$ cat config.mk
export PLATFORM = sky130hd
export DESIGN_NAME = disk_escape_ctrl
export DESIGN_NICKNAME = d
export VERILOG_FILES = /design/src/rtl/disk_esc_pkg.sv /design/src/rtl/diag_code_mem.sv /design/src/rtl/disk_escape_ctrl.sv
export SDC_FILE = /design/constraint.sdc
export NUM_CORES = 1
export LEC_CHECK = 0
export ABC_CLOCK_PERIOD_IN_PS = 5600
export BUFFER_PORTS_ARGS = -buffer_cell sky130_fd_sc_hd__buf_2
export CAP_MARGIN = 15
export CORE_MARGIN = 5
export CORE_UTILIZATION = 40
export DETAILED_ROUTE_END_ITERATION = 10
export PLACE_DENSITY = 0.68
export REMOVE_ABC_BUFFERS = 1
export SYNTH_ARGS = -nofsm -noshare
export SYNTH_HDL_FRONTEND = slang
export SYNTH_SLANG_ARGS = --single-unit
export TNS_END_PERCENT = 1
$ cat constraint.sdc
create_clock -name core_clk_i -period 5.6 [get_ports core_clk_i]
set_input_delay 1.12 -clock core_clk_i [delete_from_list [all_inputs] [get_ports core_clk_i]]
set_output_delay 1.12 -clock core_clk_i [all_outputs]
set_load 0.1 [all_outputs]
$ cat src/rtl/disk_esc_pkg.sv
/*
 * Constants, addresses and state codes shared by the auxiliary command
 * interpreter and its diagnostic code memory.
 * Assumes a single 50 MHz clock domain and an active-low async reset.
 */
package disk_esc_pkg;

    // ------------------------------------------------------------------
    // Adapter byte addresses
    // ------------------------------------------------------------------
    localparam logic [2:0] ADDR_AUX_CMD   = 3'h0;
    localparam logic [2:0] ADDR_DEV_ID    = 3'h0;
    localparam logic [2:0] ADDR_DIAG_CODE = 3'h1;
    localparam logic [2:0] ADDR_DETAIL    = 3'h2;
    localparam logic [2:0] ADDR_LOOPBACK  = 3'h0;
    localparam logic [2:0] ADDR_CYL_HIGH  = 3'h4;
    localparam logic [2:0] ADDR_HEAD      = 3'h5;
    localparam logic [2:0] ADDR_CYL_LOW   = 3'h6;

    // ------------------------------------------------------------------
    // Event command byte bits
    // ------------------------------------------------------------------
    localparam int EV_FAULT_RESET = 2;
    localparam int EV_TRACK_ZERO  = 4;
    localparam int EV_HEAD_SEL    = 5;
    localparam int EV_SEEK        = 6;
    localparam int EV_AUX_FETCH   = 7;

    // ------------------------------------------------------------------
    // Auxiliary command byte bits
    // ------------------------------------------------------------------
    localparam int AUX_DETAIL   = 0;
    localparam int AUX_DIAG     = 1;
    localparam int AUX_DEV_ID   = 2;
    localparam int AUX_LOOP     = 3;
    localparam int AUX_OFS_PLUS = 4;
    localparam int AUX_OFS_MIN  = 5;

    // ------------------------------------------------------------------
    // Head numbers, codes and memory size
    // ------------------------------------------------------------------
    localparam logic [7:0] HEAD_MAX        = 8'h03;
    localparam logic [1:0] HEAD_RESET      = 2'h0;
    localparam logic [7:0] SEEK_ERR_CODE   = 8'hE1;
    localparam logic [7:0] NO_CODE         = 8'h00;
    // Arbitrary identity value, not tied to any product.
    localparam logic [7:0] DEVICE_ID_VALUE = 8'h5A;
    localparam int         DIAG_DEPTH      = 16;
    localparam int         DIAG_AW         = 4;

    typedef enum logic [3:0] {
        ST_IDLE     = 4'h0,
        ST_HEAD     = 4'h1,
        ST_CYL      = 4'h2,
        ST_AUX      = 4'h3,
        ST_DETAIL   = 4'h4,
        ST_DIAG     = 4'h5,
        ST_DEV_ID   = 4'h6,
        ST_LOOP_IN  = 4'h7,
        ST_LOOP_OUT = 4'h8,
        ST_DONE     = 4'h9
    } esc_state_t;

endpackage : disk_esc_pkg

$ cat src/rtl/diag_code_mem.sv
/*
 * Sixteen-entry wrap-around store for diagnostic codes, oldest first.
 * A pop on an empty store is ignored; push on a full store
 * drops the oldest entry.
 */
`timescale 1ns/1ns
`default_nettype none

module diag_code_mem
    import disk_esc_pkg::*;
(
    input  wire logic           core_clk_i,
    input  wire logic           rst_b_i,
    input  wire logic           clear_i,
    input  wire logic           push_i,
    input  wire logic [7:0]     push_data_i,
    input  wire logic           pop_i,
    output logic      [7:0]     oldest_o,
    output logic      [7:0]     newest_o,
    output logic      [DIAG_AW:0] count_o
);

    logic [7:0]         mem_reg [DIAG_DEPTH];
    logic [7:0]         mem_next [DIAG_DEPTH];
    logic [DIAG_AW-1:0] rd_reg, rd_next, wr_reg, wr_next;
    logic [DIAG_AW:0]   cnt_reg, cnt_next;
    logic               full;

    assign full     = (cnt_reg == (DIAG_AW+1)'(DIAG_DEPTH));
    assign oldest_o = mem_reg[rd_reg];
    assign newest_o = mem_reg[wr_reg - 4'h1];
    assign count_o  = cnt_reg;

    always_comb begin
        mem_next = mem_reg;
        rd_next  = rd_reg;
        wr_next  = wr_reg;
        cnt_next = cnt_reg;
        if (clear_i) begin
            rd_next  = wr_reg;
            cnt_next = '0;
            // A code arriving with the clear survives as the only entry.
            if (push_i) begin
                mem_next[wr_reg] = push_data_i;
                wr_next          = wr_reg + 4'h1;
                cnt_next         = 5'h01;
            end
        end else begin
            if (pop_i && cnt_reg != '0) begin
                rd_next  = rd_reg + 4'h1;
                cnt_next = cnt_reg - 5'h01;
            end
            if (push_i) begin
                mem_next[wr_reg] = push_data_i;
                wr_next          = wr_reg + 4'h1;
                if (full && !pop_i) begin
                    rd_next = rd_reg + 4'h1;
                end else begin
                    cnt_next = cnt_next + 5'h01;
                end
            end
        end
    end

    always_ff @(posedge core_clk_i or negedge rst_b_i) begin
        if (!rst_b_i) begin
            for (int i = 0; i < DIAG_DEPTH; i++) begin
                mem_reg[i] <= 8'h00;
            end
            rd_reg  <= '0;
            wr_reg  <= '0;
            cnt_reg <= '0;
        end else begin
            mem_reg <= mem_next;
            rd_reg  <= rd_next;
            wr_reg  <= wr_next;
            cnt_reg <= cnt_next;
        end
    end

endmodule : diag_code_mem

`default_nettype wire

$ cat src/rtl/disk_escape_ctrl.sv
/*
 * Event and auxiliary command interpreter of the drive: fetches the head,
 * low cylinder and auxiliary command bytes from the adapter, runs the
 * auxiliary byte operations and keeps the diagnostic code store.
 * Assumes the adapter answers each byte request with a one-cycle ack.
 */
// Contract
// - Auxiliary byte is fetched from address 000; each bit is its own request.
// - Auxiliary byte is fetched only when event bit 7 is set.
// - Auxiliary bit 0 sends the detailed hardware status byte.
// - Auxiliary bit 1 sends one diagnostic code per event, oldest of sixteen first.
// - Codes are stored as they arise; a seek error stores its code newest. A trace code pushed in the same cycle as a seek error is dropped.
// - A diagnostic code is removed once sent to the adapter.
// - Fault reset in the event erases all codes before other operations.
// - Auxiliary bit 2 sends the identification byte.
// - Auxiliary bit 3 fetches low cylinder byte and sends it back to auxiliary address.
// - Servo offset bits cause no motion but still give completion status.
// - Byte-returning auxiliary commands suppress the completion status transfer.
// - Seek request in the event fetches the low cylinder byte.
// - High cylinder byte at address 100 is never used.
// - Head byte is binary: 0,1 removable, 2,3 fixed surfaces.
// - Head select request in the event fetches the head byte.
// - Head byte above 3 sets seek error until return to track zero.
`timescale 1ns/1ns
`default_nettype none

module disk_escape_ctrl
    import disk_esc_pkg::*;
(
    input  wire logic       core_clk_i,
    input  wire logic       rst_b_i,
    input  wire logic       event_valid_i,
    input  wire logic [7:0] event_byte_i,
    output logic            event_ready_o,
    output logic            xfer_req_o,
    output logic            xfer_dir_o,
    output logic      [2:0] xfer_addr_o,
    output logic      [7:0] xfer_wdata_o,
    input  wire logic       xfer_ack_i,
    input  wire logic [7:0] xfer_rdata_i,
    input  wire logic [7:0] detail_status_i,
    input  wire logic       trace_push_i,
    input  wire logic [7:0] trace_code_i,
    output logic            status_req_o,
    output logic            seek_error_o,
    output logic      [1:0] head_sel_o,
    output logic      [7:0] cyl_low_o,
    output logic            seek_start_o
);

    // ------------------------------------------------------------------
    // State
    // ------------------------------------------------------------------
    esc_state_t       state_reg, state_next;
    logic [6:0]       work_reg, work_next;
    logic [7:0]       wdata_reg, wdata_next;
    logic             byte_cmd_reg, byte_cmd_next;
    logic             seek_err_reg, seek_err_next;
    logic [1:0]       head_reg, head_next;
    logic [7:0]       cyl_reg, cyl_next;
    logic             seek_pulse_reg, seek_pulse_next;
    logic             accept, ack_head, head_bad;
    logic             fifo_clear, fifo_push, fifo_pop;
    logic [7:0]       fifo_data, fifo_oldest, fifo_newest;
    logic [DIAG_AW:0] fifo_count;

    // Work bits: 0 head, 1 cylinder, 2 aux fetch, 3 detail, 4 code, 5 id, 6 loop.
    function automatic esc_state_t pick(input logic [6:0] w);
        pick = ST_DONE;
        for (int i = 6; i >= 0; i--) begin
            if (w[i]) begin
                pick = esc_state_t'(4'(i + 1));
            end
        end
    endfunction : pick

    assign accept   = event_valid_i && (state_reg == ST_IDLE);
    assign ack_head = (state_reg == ST_HEAD) && xfer_ack_i;
    assign head_bad = xfer_rdata_i > HEAD_MAX;

    // ------------------------------------------------------------------
    // Diagnostic code store
    // ------------------------------------------------------------------
    assign fifo_clear = accept && event_byte_i[EV_FAULT_RESET];
    // A seek error code takes the slot over a trace code so it is newest.
    assign fifo_push  = (ack_head && head_bad) || trace_push_i;
    assign fifo_data  = (ack_head && head_bad) ? SEEK_ERR_CODE : trace_code_i;
    assign fifo_pop   = (state_reg == ST_DIAG) && xfer_ack_i;

    diag_code_mem u_codes (
        .core_clk_i  (core_clk_i),
        .rst_b_i     (rst_b_i),
        .clear_i     (fifo_clear),
        .push_i      (fifo_push),
        .push_data_i (fifo_data),
        .pop_i       (fifo_pop),
        .oldest_o    (fifo_oldest),
        .newest_o    (fifo_newest),
        .count_o     (fifo_count)
    );

    // ------------------------------------------------------------------
    // Sequencer
    // ------------------------------------------------------------------
    always_comb begin
        state_next      = state_reg;
        work_next       = work_reg;
        wdata_next      = wdata_reg;
        byte_cmd_next   = byte_cmd_reg;
        seek_err_next   = seek_err_reg;
        head_next       = head_reg;
        cyl_next        = cyl_reg;
        seek_pulse_next = 1'b0;
        case (state_reg)
            ST_IDLE: begin
                if (accept) begin
                    byte_cmd_next = 1'b0;
                    if (event_byte_i[EV_TRACK_ZERO]) begin
                        seek_err_next = 1'b0;
                        head_next     = HEAD_RESET;
                    end
                    work_next = {4'h0, event_byte_i[EV_AUX_FETCH],
                                 event_byte_i[EV_SEEK],
                                 event_byte_i[EV_HEAD_SEL]};
                    state_next = pick(work_next);
                end
            end
            ST_HEAD: begin
                if (xfer_ack_i) begin
                    if (head_bad) begin
                        seek_err_next = 1'b1;
                    end else if (!seek_err_reg) begin
                        head_next = xfer_rdata_i[1:0];
                    end
                    work_next[0] = 1'b0;
                    state_next   = pick(work_next);
                end
            end
            ST_CYL: begin
                if (xfer_ack_i) begin
                    // Cylinder is ignored while a seek error is pending.
                    if (!seek_err_next) begin
                        cyl_next        = xfer_rdata_i;
                        seek_pulse_next = 1'b1;
                    end
                    work_next[1] = 1'b0;
                    state_next   = pick(work_next);
                end
            end
            ST_AUX: begin
                if (xfer_ack_i) begin
                    // Servo offset bits fall through with no action.
                    work_next     = {xfer_rdata_i[AUX_LOOP], xfer_rdata_i[AUX_DEV_ID],
                                     xfer_rdata_i[AUX_DIAG], xfer_rdata_i[AUX_DETAIL],
                                     3'h0};
                    byte_cmd_next = |xfer_rdata_i[AUX_LOOP:AUX_DETAIL];
                    state_next    = pick(work_next);
                end
            end
            ST_DETAIL, ST_DIAG, ST_DEV_ID: begin
                if (xfer_ack_i) begin
                    work_next[3'(state_reg - ST_HEAD)] = 1'b0;
                    state_next = pick(work_next);
                end
            end
            ST_LOOP_IN: begin
                if (xfer_ack_i) begin
                    wdata_next = xfer_rdata_i;
                    state_next = ST_LOOP_OUT;
                end
            end
            ST_LOOP_OUT: begin
                if (xfer_ack_i) begin
                    work_next[6] = 1'b0;
                    state_next   = pick(work_next);
                end
            end
            ST_DONE: begin
                state_next = ST_IDLE;
            end
            default: begin
                state_next = ST_IDLE;
            end
        endcase
        if (state_next != state_reg) begin
            case (state_next)
                ST_DETAIL: wdata_next = detail_status_i;
                ST_DIAG:   wdata_next = (fifo_count == '0) ? NO_CODE : fifo_oldest;
                ST_DEV_ID: wdata_next = DEVICE_ID_VALUE;
                default:   wdata_next = wdata_next;
            endcase
        end
    end

    always_ff @(posedge core_clk_i or negedge rst_b_i) begin
        if (!rst_b_i) begin
            state_reg      <= ST_IDLE;
            work_reg       <= '0;
            wdata_reg      <= 8'h00;
            byte_cmd_reg   <= 1'b0;
            seek_err_reg   <= 1'b0;
            head_reg       <= HEAD_RESET;
            cyl_reg        <= 8'h00;
            seek_pulse_reg <= 1'b0;
        end else begin
            state_reg      <= state_next;
            work_reg       <= work_next;
            wdata_reg      <= wdata_next;
            byte_cmd_reg   <= byte_cmd_next;
            seek_err_reg   <= seek_err_next;
            head_reg       <= head_next;
            cyl_reg        <= cyl_next;
            seek_pulse_reg <= seek_pulse_next;
        end
    end

    // ------------------------------------------------------------------
    // Outputs
    // ------------------------------------------------------------------
    always_comb begin
        xfer_req_o  = 1'b1;
        xfer_dir_o  = 1'b0;
        xfer_addr_o = ADDR_AUX_CMD;
        // The high cylinder address is never requested.
        case (state_reg)
            ST_HEAD:     xfer_addr_o = ADDR_HEAD;
            ST_CYL:      xfer_addr_o = ADDR_CYL_LOW;
            ST_AUX:      xfer_addr_o = ADDR_AUX_CMD;
            ST_LOOP_IN:  xfer_addr_o = ADDR_CYL_LOW;
            ST_DETAIL: begin
                xfer_dir_o  = 1'b1;
                xfer_addr_o = ADDR_DETAIL;
            end
            ST_DIAG: begin
                xfer_dir_o  = 1'b1;
                xfer_addr_o = ADDR_DIAG_CODE;
            end
            ST_DEV_ID: begin
                xfer_dir_o  = 1'b1;
                xfer_addr_o = ADDR_DEV_ID;
            end
            ST_LOOP_OUT: begin
                xfer_dir_o  = 1'b1;
                xfer_addr_o = ADDR_LOOPBACK;
            end
            default:     xfer_req_o = 1'b0;
        endcase
    end

    assign event_ready_o = (state_reg == ST_IDLE);
    assign xfer_wdata_o  = wdata_reg;
    assign status_req_o  = (state_reg == ST_DONE) && !byte_cmd_reg;
    assign seek_error_o  = seek_err_reg;
    assign head_sel_o    = head_reg;
    assign cyl_low_o     = cyl_reg;
    assign seek_start_o  = seek_pulse_reg;

    // The aux byte is kept apart from byte_cmd_reg so the status check is independent.
    logic       ev_aux_reg;
    logic [3:0] aux_bits_reg;
    always_ff @(posedge core_clk_i or negedge rst_b_i) begin
        if (!rst_b_i) begin
            ev_aux_reg   <= 1'b0;
            aux_bits_reg <= 4'h0;
        end else if (accept) begin
            ev_aux_reg   <= event_byte_i[EV_AUX_FETCH];
            aux_bits_reg <= 4'h0;
        end else if (state_reg == ST_AUX && xfer_ack_i) begin
            aux_bits_reg <= xfer_rdata_i[AUX_LOOP:AUX_DETAIL];
        end
    end
endmodule : disk_escape_ctrl

`default_nettype wire

==> run metrics, run 1 <==
combinational share of power=0.481; Post-synth ARST share=1.00; CORE AREA=0.0218 mm2; Syn Inst Count=921; Sink Count=173; Reg2Reg Depth=12; CTS Hold Bufs=0; final worst setup slack=1.34 ns; sequential cell area fraction in the yosys report=0.490; die area=0.0252 mm2; hold_ws=0.470 ns; pin count of the biggest net entering global routing=77; Detail Placement HPWL=16100 um; first-pass GRT wire length=37400 um; Crit Path Max Fanout=19; GPL Wtd Cong=0.915; FF/Latch Area=0.00433 mm2; vias in the first global route=6724; worst-path cell chain=inv_1 -> ha_1 -> nand2_1 -> o21ai_0 -> nand3_1 -> a211oi_1 -> o311ai_2 -> buf_4 -> nor4_1 -> a311oi_2 -> o21ai_4 -> mux2_4; clk_lat worst skew=0.44 ns; total power=6.73 mW; number of diodes=0; CTS root buffer=clkbuf_16; Worst path slowest cell=dfrtp_1; type of origin of the critical path=register; total CTS buffers=17; DRT Wirelength=23200 um; die height=159 um; Inst Count DP=1213; worst path required time=5.91 ns; Post-CTS Setup Inserts=0; Final Critical Period=4.26 ns; Final #Nets=1001; commonest non-fill, non-tap cell in the layout=nand2_1; Total Routing Usage GR=0.190; status=finished, final reports clean; Post-Route Setup TNS=0 ns; max cap viols=0; clock tree buffer depth=2; CP endpoint=xfer_wdata_o[7]$_DFF_PN0_; Clock power frac=0.181; flops & latches, synth=173; multi-input combinational cell area=0.00423 mm2; RSZ-0062 raised after global routing=false; path type of the worst min-delay path=register to register; Slew headroom=0.287; DRC=0; antenna viol nets, final=0; max FFs per register=128; boundary pin count=64; crit path DAT=4.57 ns; GR Util met1=0.270; met2 Resource Use GR=0.308; Int Power=3.56 mW; Iter 0 DRT Violations=519; Cell Area, Synth=0.00884 mm2; R2R Path End=xfer_wdata_o[7]$_DFF_PN0_; die span in x=159 um; Max Slew Vio Count=0; grt ovf=0; Flop pwr share=0.338; met3 GRT Util=0.0269; Slew @ Worst Pin=1.07 ns; leading cell types in the layout, fill and taps excluded=189 x nand2_1, 172 x dfrtp_1, 167 x o21ai_0; initial antenna violation count=0; filler cell count=2087; Reg-to-Reg Start=state_reg[0]$_DFF_PN0_; via count=7050; Setup Crit Path Kind=register to register; Net Sw Power=3.17 mW; crit share post-route=0.761; ys flop type=dfrtp_1; port bufs=60; VDD IR max=349 uV; # rows=54; Net Sw Frac=0.471; Clock Skew=0.0198 ns; vias per cell=5.66; dpl ws=1.31 ns; Post-Layout Cell Count=1245; drt pass-1 iters=7; Area growth syn-to-layout=12.6%; Fmax achieved=235 MHz; Crit. Startpoint=state_reg[0]$_DFF_PN0_; clock slew at reported path FFs=0.08 ns; Avg Cell Area, Syn=9.59 um2; register-to-register setup slack=1.34 ns; final hold vios=0; Worst path max stage delay=0.76 ns; DR WL/cell=18.6 um; power per cell area=676 mW/mm2; global routing's busiest layer=met2; post_cts resized=0; layout cells sized above 1=0.154; CTS tree=built; Crit. End Element=register; htree depth=4; Syn. warnings=0; Leakage=4.50 nW; Initial Utilization=0.406; unique cell type count in the Yosys netlist=67; Post-synth EDFFs=0; final count of negative-setup-slack endpoints=0
==> cell type report <==
type,count,share of cell area
inverter,17,0.00641
tap,280,0.0352
clock inverter,15,0.0195
sequential,173,0.435
clock buffer,17,0.0427
multi-input combinational,676,0.425
timing repair buffer,67,0.0361
==> synth_stat cells (3+ instances only) <==
master	number	share of area
nor3_1	8	0.0045
a221oi_1	10	0.0099
a22o_1	6	0.0059
xnor2_1	8	0.0079
ha_1	12	0.017
inv_1	13	0.0055
nand3_1	23	0.013
o22ai_1	4	0.0028
mux4_2	26	0.066
or3b_1	3	0.0030
nand4_1	6	0.0042
nor2_1	52	0.022
buf_2	5	0.0028
nor4_1	7	0.0050
mux2_4	4	0.0068
dfrtp_1	173	0.49
nand2_1	189	0.080
a31oi_1	5	0.0035
mux2i_1	28	0.032
nand2b_1	11	0.0078
clkbuf_1	48	0.020
and3_1	3	0.0021
a21oi_1	25	0.014
or2_2	4	0.0028
nor2b_1	7	0.0050
o31ai_1	3	0.0025
mux2_2	5	0.0064
xor2_1	4	0.0040
a22oi_1	8	0.0068
o21ai_0	167	0.095
a211oi_1	8	0.0068
==> routing by layer <==
layer	vias to the layer above	wire length, um
met5	-	0
met4	0	255
met2	213	11200
met3	18	1370
met1	3476	10400
li1	3343	-
==> cell families (layout without fill, tap and decap cells) <==
logic type	after synthesis	after routing	share of synthesized area
mux	63	63	0.111
flops	173	173	0.490
buf+inv	72	116	0.0313
simple gates	326	326	0.161
fa+ha+maj	12	12	0.0170
xor+xnor	13	13	0.0137
compound gates	262	262	0.175
==> power groups by stage <==
stage	Sequential (mW)	Combinational, mW	Clock, mW
CTS	2.27	3.23	1.24
finish	2.27	3.24	1.22
detailed placement	2.29	3.22	0
global placement	2.27	3.16	0
floorplan	2.60	2.06	0
global route	2.35	3.53	1.30
==> critical path: cells and delay by family (launching register included) <==
kind | cells | cell delay [ns]
buf+inv | 2 | 0.52
compound gates | 5 | 1.35
flops | 1 | 0.76
simple gates | 3 | 0.55
fa+ha+maj | 1 | 0.62
mux | 1 | 0.34
==> worst min path at each step <==
stage          slack (ns)                        startpoint                          endpoint  depth (start not counted)
4_1_cts              0.48          cyl_low_o[7]$_DFFE_PN0P_          cyl_low_o[7]$_DFFE_PN0P_                          2
2_1_floorplan        0.44  u_codes.mem_reg[104]$_DFFE_PN0P_  u_codes.mem_reg[104]$_DFFE_PN0P_                          2
5_1_grt              0.49          cyl_low_o[5]$_DFFE_PN0P_          cyl_low_o[5]$_DFFE_PN0P_                          2
3_5_place_dp         0.46          cyl_low_o[0]$_DFFE_PN0P_          cyl_low_o[0]$_DFFE_PN0P_                          2
6_report             0.47          cyl_low_o[0]$_DFFE_PN0P_          cyl_low_o[0]$_DFFE_PN0P_                          2
3_3_place_gp         0.46   u_codes.mem_reg[98]$_DFFE_PN0P_   u_codes.mem_reg[98]$_DFFE_PN0P_                          2
==> stage by stage <==
stage | utilization | instance area [um2]
floorplan | - | 8620
global placement | 0.429 | 9330
detailed placement | 0.429 | 9330
CTS | 0.457 | 9950
global route | 0.457 | 9950
finish | 0.457 | 9950
(Power assumes the default switching activity.)
==> inputs of run 2 (changes only) <==
--- a/config.mk
+++ b/config.mk
@@ -5,13 +5,13 @@
 export SDC_FILE = /design/constraint.sdc
 export NUM_CORES = 1
 export LEC_CHECK = 0
-export ABC_CLOCK_PERIOD_IN_PS = 5600
+export ABC_CLOCK_PERIOD_IN_PS = 3500
 export BUFFER_PORTS_ARGS = -buffer_cell sky130_fd_sc_hd__buf_2
 export CAP_MARGIN = 15
 export CORE_MARGIN = 5
 export CORE_UTILIZATION = 40
 export DETAILED_ROUTE_END_ITERATION = 10
-export PLACE_DENSITY = 0.68
+export PLACE_DENSITY = 0.7
 export REMOVE_ABC_BUFFERS = 1
 export SYNTH_ARGS = -nofsm -noshare
 export SYNTH_HDL_FRONTEND = slang
==> constraint.sdc (replaced) <==
create_clock -name core_clk_i -period 3.5 [get_ports core_clk_i]
set_input_delay 0.7 -clock core_clk_i [delete_from_list [all_inputs] [get_ports core_clk_i]]
set_output_delay 0.7 -clock core_clk_i [all_outputs]
set_load 0.1 [all_outputs]
==> run metrics, run 2 (synthesized netlist as in run 1, its figures left out) <==
status=finished, final reports clean (unchanged); htree depth=4 (unchanged); VDD IR max=548 uV (was 349 uV); final worst setup slack=0.140 ns (was 1.34 ns); Final Critical Period=3.36 ns (was 4.26 ns); Slew @ Worst Pin=0.781 ns (was 1.07 ns); met1 wire length=10400 um (about the same); drt pass-1 iters=5 (was 7); grt ovf=0 (unchanged); CTS root buffer=clkbuf_16 (unchanged); DRC=0 (unchanged); layout cells sized above 1=0.188 (was 0.154); top layer in use=met4 (unchanged); Area growth syn-to-layout=16.0% (was 12.6%); crit share post-route=0.960 (was 0.761); CTS Hold Bufs=0 (unchanged); clock tree buffer depth=2 (unchanged); Detail Placement HPWL=16700 um (was 16100 um); routed wl met3=1510 um (was 1370 um); hold_ws=0.260 ns (was 0.470 ns); Clock Skew=0.0159 ns (was 0.0198 ns); Leakage=4.67 nW (was 4.50 nW); # rows=54 (unchanged); clk_lat worst skew=0.44 ns (about the same); die span in x=159 um (unchanged); path type of the worst min-delay path=input port to asynchronous set/reset pin (was register to register); leading cell types in the layout, fill and taps excluded=189 x nand2_1, 172 x dfrtp_1, 166 x o21ai_0 (was 189 x nand2_1, 172 x dfrtp_1, 167 x o21ai_0); max FFs per register=128 (unchanged); Initial Utilization=0.406 (unchanged); port bufs=60 (unchanged); routed wl met2=11400 um (was 11200 um); Fmax achieved=298 MHz (was 235 MHz); CORE AREA=0.0218 mm2 (unchanged); Setup Crit Path Kind=register to register (unchanged); via count=7148 (was 7050); vias per cell=5.58 (was 5.66); type of origin of the critical path=register (unchanged); Iter 0 DRT Violations=652 (was 519); die height=159 um (unchanged); dpl ws=0.180 ns (was 1.31 ns); clock slew at reported path FFs=0.07 ns (was 0.08 ns); Sink Count=173 (unchanged); first-pass GRT wire length=38200 um (was 37400 um); GPL Wtd Cong=0.899 (was 0.915); Crit. End Element=register (unchanged); vias in the first global route=6919 (was 6724); Post-Layout Cell Count=1280 (was 1245); worst path required time=3.82 ns (was 5.91 ns); die area=0.0252 mm2 (unchanged); commonest non-fill, non-tap cell in the layout=nand2_1 (unchanged); pin count of the biggest net entering global routing=74 (was 77); Inst Count DP=1246 (was 1213); Slew headroom=0.466 (was 0.287); Final #Nets=1035 (was 1001); final count of negative-setup-slack endpoints=0 (unchanged); total CTS buffers=17 (unchanged); antenna viol nets, final=0 (unchanged); initial antenna violation count=1 (was 0); power per cell area=1080 mW/mm2 (was 676 mW/mm2); Max Slew Vio Count=0 (unchanged); DR WL/cell=18.6 um (about the same); boundary pin count=64 (unchanged); max cap viols=0 (unchanged); CTS tree=built (unchanged); DRT Wirelength=23800 um (was 23200 um); crit path DAT=3.68 ns (was 4.57 ns); Total Routing Usage GR=0.195 (was 0.190); final hold vios=0 (unchanged); Crit Path Max Fanout=7 (was 19)
## run 2: cell types whose count changed in the layout (fill, tap and decap cells not counted), sizes merged
cell,delta
buf,+34
clkinvlp,+1
diode,+1
clkinv,-2
inv,+1
## run 2: final timing paths
kind / startpoint / to / slack [ns] / depth (start not counted)
worst max-delay path: state_reg[1]$_DFF_PN0_ / xfer_wdata_o[7]$_DFF_PN0_ / 0.14 / 11
worst min-delay path: rst_b_i / u_codes.mem_reg[11]$_DFFE_PN0P_ / 0.26 / 1
worst max register to register: state_reg[1]$_DFF_PN0_ / xfer_wdata_o[7]$_DFF_PN0_ / 0.14 / 11
worst min register to register: cyl_low_o[4]$_DFFE_PN0P_ / cyl_low_o[4]$_DFFE_PN0P_ / 0.47 / 2
max in group asynchronous: rst_b_i / seek_start_o$_DFF_PN0_ / 2.37 / 2
min in group core_clk_i: cyl_low_o[4]$_DFFE_PN0P_ / cyl_low_o[4]$_DFFE_PN0P_ / 0.47 / 2
## run 2: routing by layer
metal / track usage / vias up
li1: - / 3412
met1: 0.273 / 3471
met2: 0.313 / 231
met3: 0.0413 / 34
met4: 0.0512 / 0
met5: 0 / -
## run 2: what timing repair did
item                       in CTS  in global routing
gates resized for setup         0                  7
setup endpoints to repair       0                  4
setup buffers                   0                  1
## run 2: area by class of cell
cell class,count,area [um2]
Fill cell,2042,11500
Timing Repair Buffer,101,639
Clock inverter,15,170
Antenna cell,1,2.50
Sequential cell,173,4330
Tap cell,280,350
Clock buffer,17,425
Multi-Input combinational cell,676,4270
Inverter,17,63.8
## run 2: per-stage QoR
stage / instance area [um2] / util / power (mW) / setup TNS, ns
5_1_grt: 10300 / 0.471 / 11.8 / -0.126
3_5_place_dp: 9610 / 0.442 / 9.07 / 0
4_1_cts: 10200 / 0.469 / 11.0 / 0
2_1_floorplan: 8620 / - / 7.45 / -17.61
6_report: 10300 / 0.471 / 11.1 / 0
3_3_place_gp: 9610 / 0.442 / 8.92 / 0
## run 2: critical path, cell delays in order (launching register included)
cell and delay (ns):
dfrtp_1 0.37, inv_1 0.19, ha_2 0.28, xor2_2 0.13
or4_1 0.46, a211o_1 0.28, a2111o_1 0.42, nand4_2 0.18
and3_1 0.23, a311oi_4 0.07, o21ai_4 0.32, mux2_4 0.33
## run 2: report_power, final
part | switching (mW) | internal, mW | total [mW]
Clock | 0.893 | 1.02 | 1.91
Combinational | 3.56 | 2.01 | 5.57
Sequential | 0.711 | 2.88 | 3.59
Total | 5.17 | 5.90 | 11.1
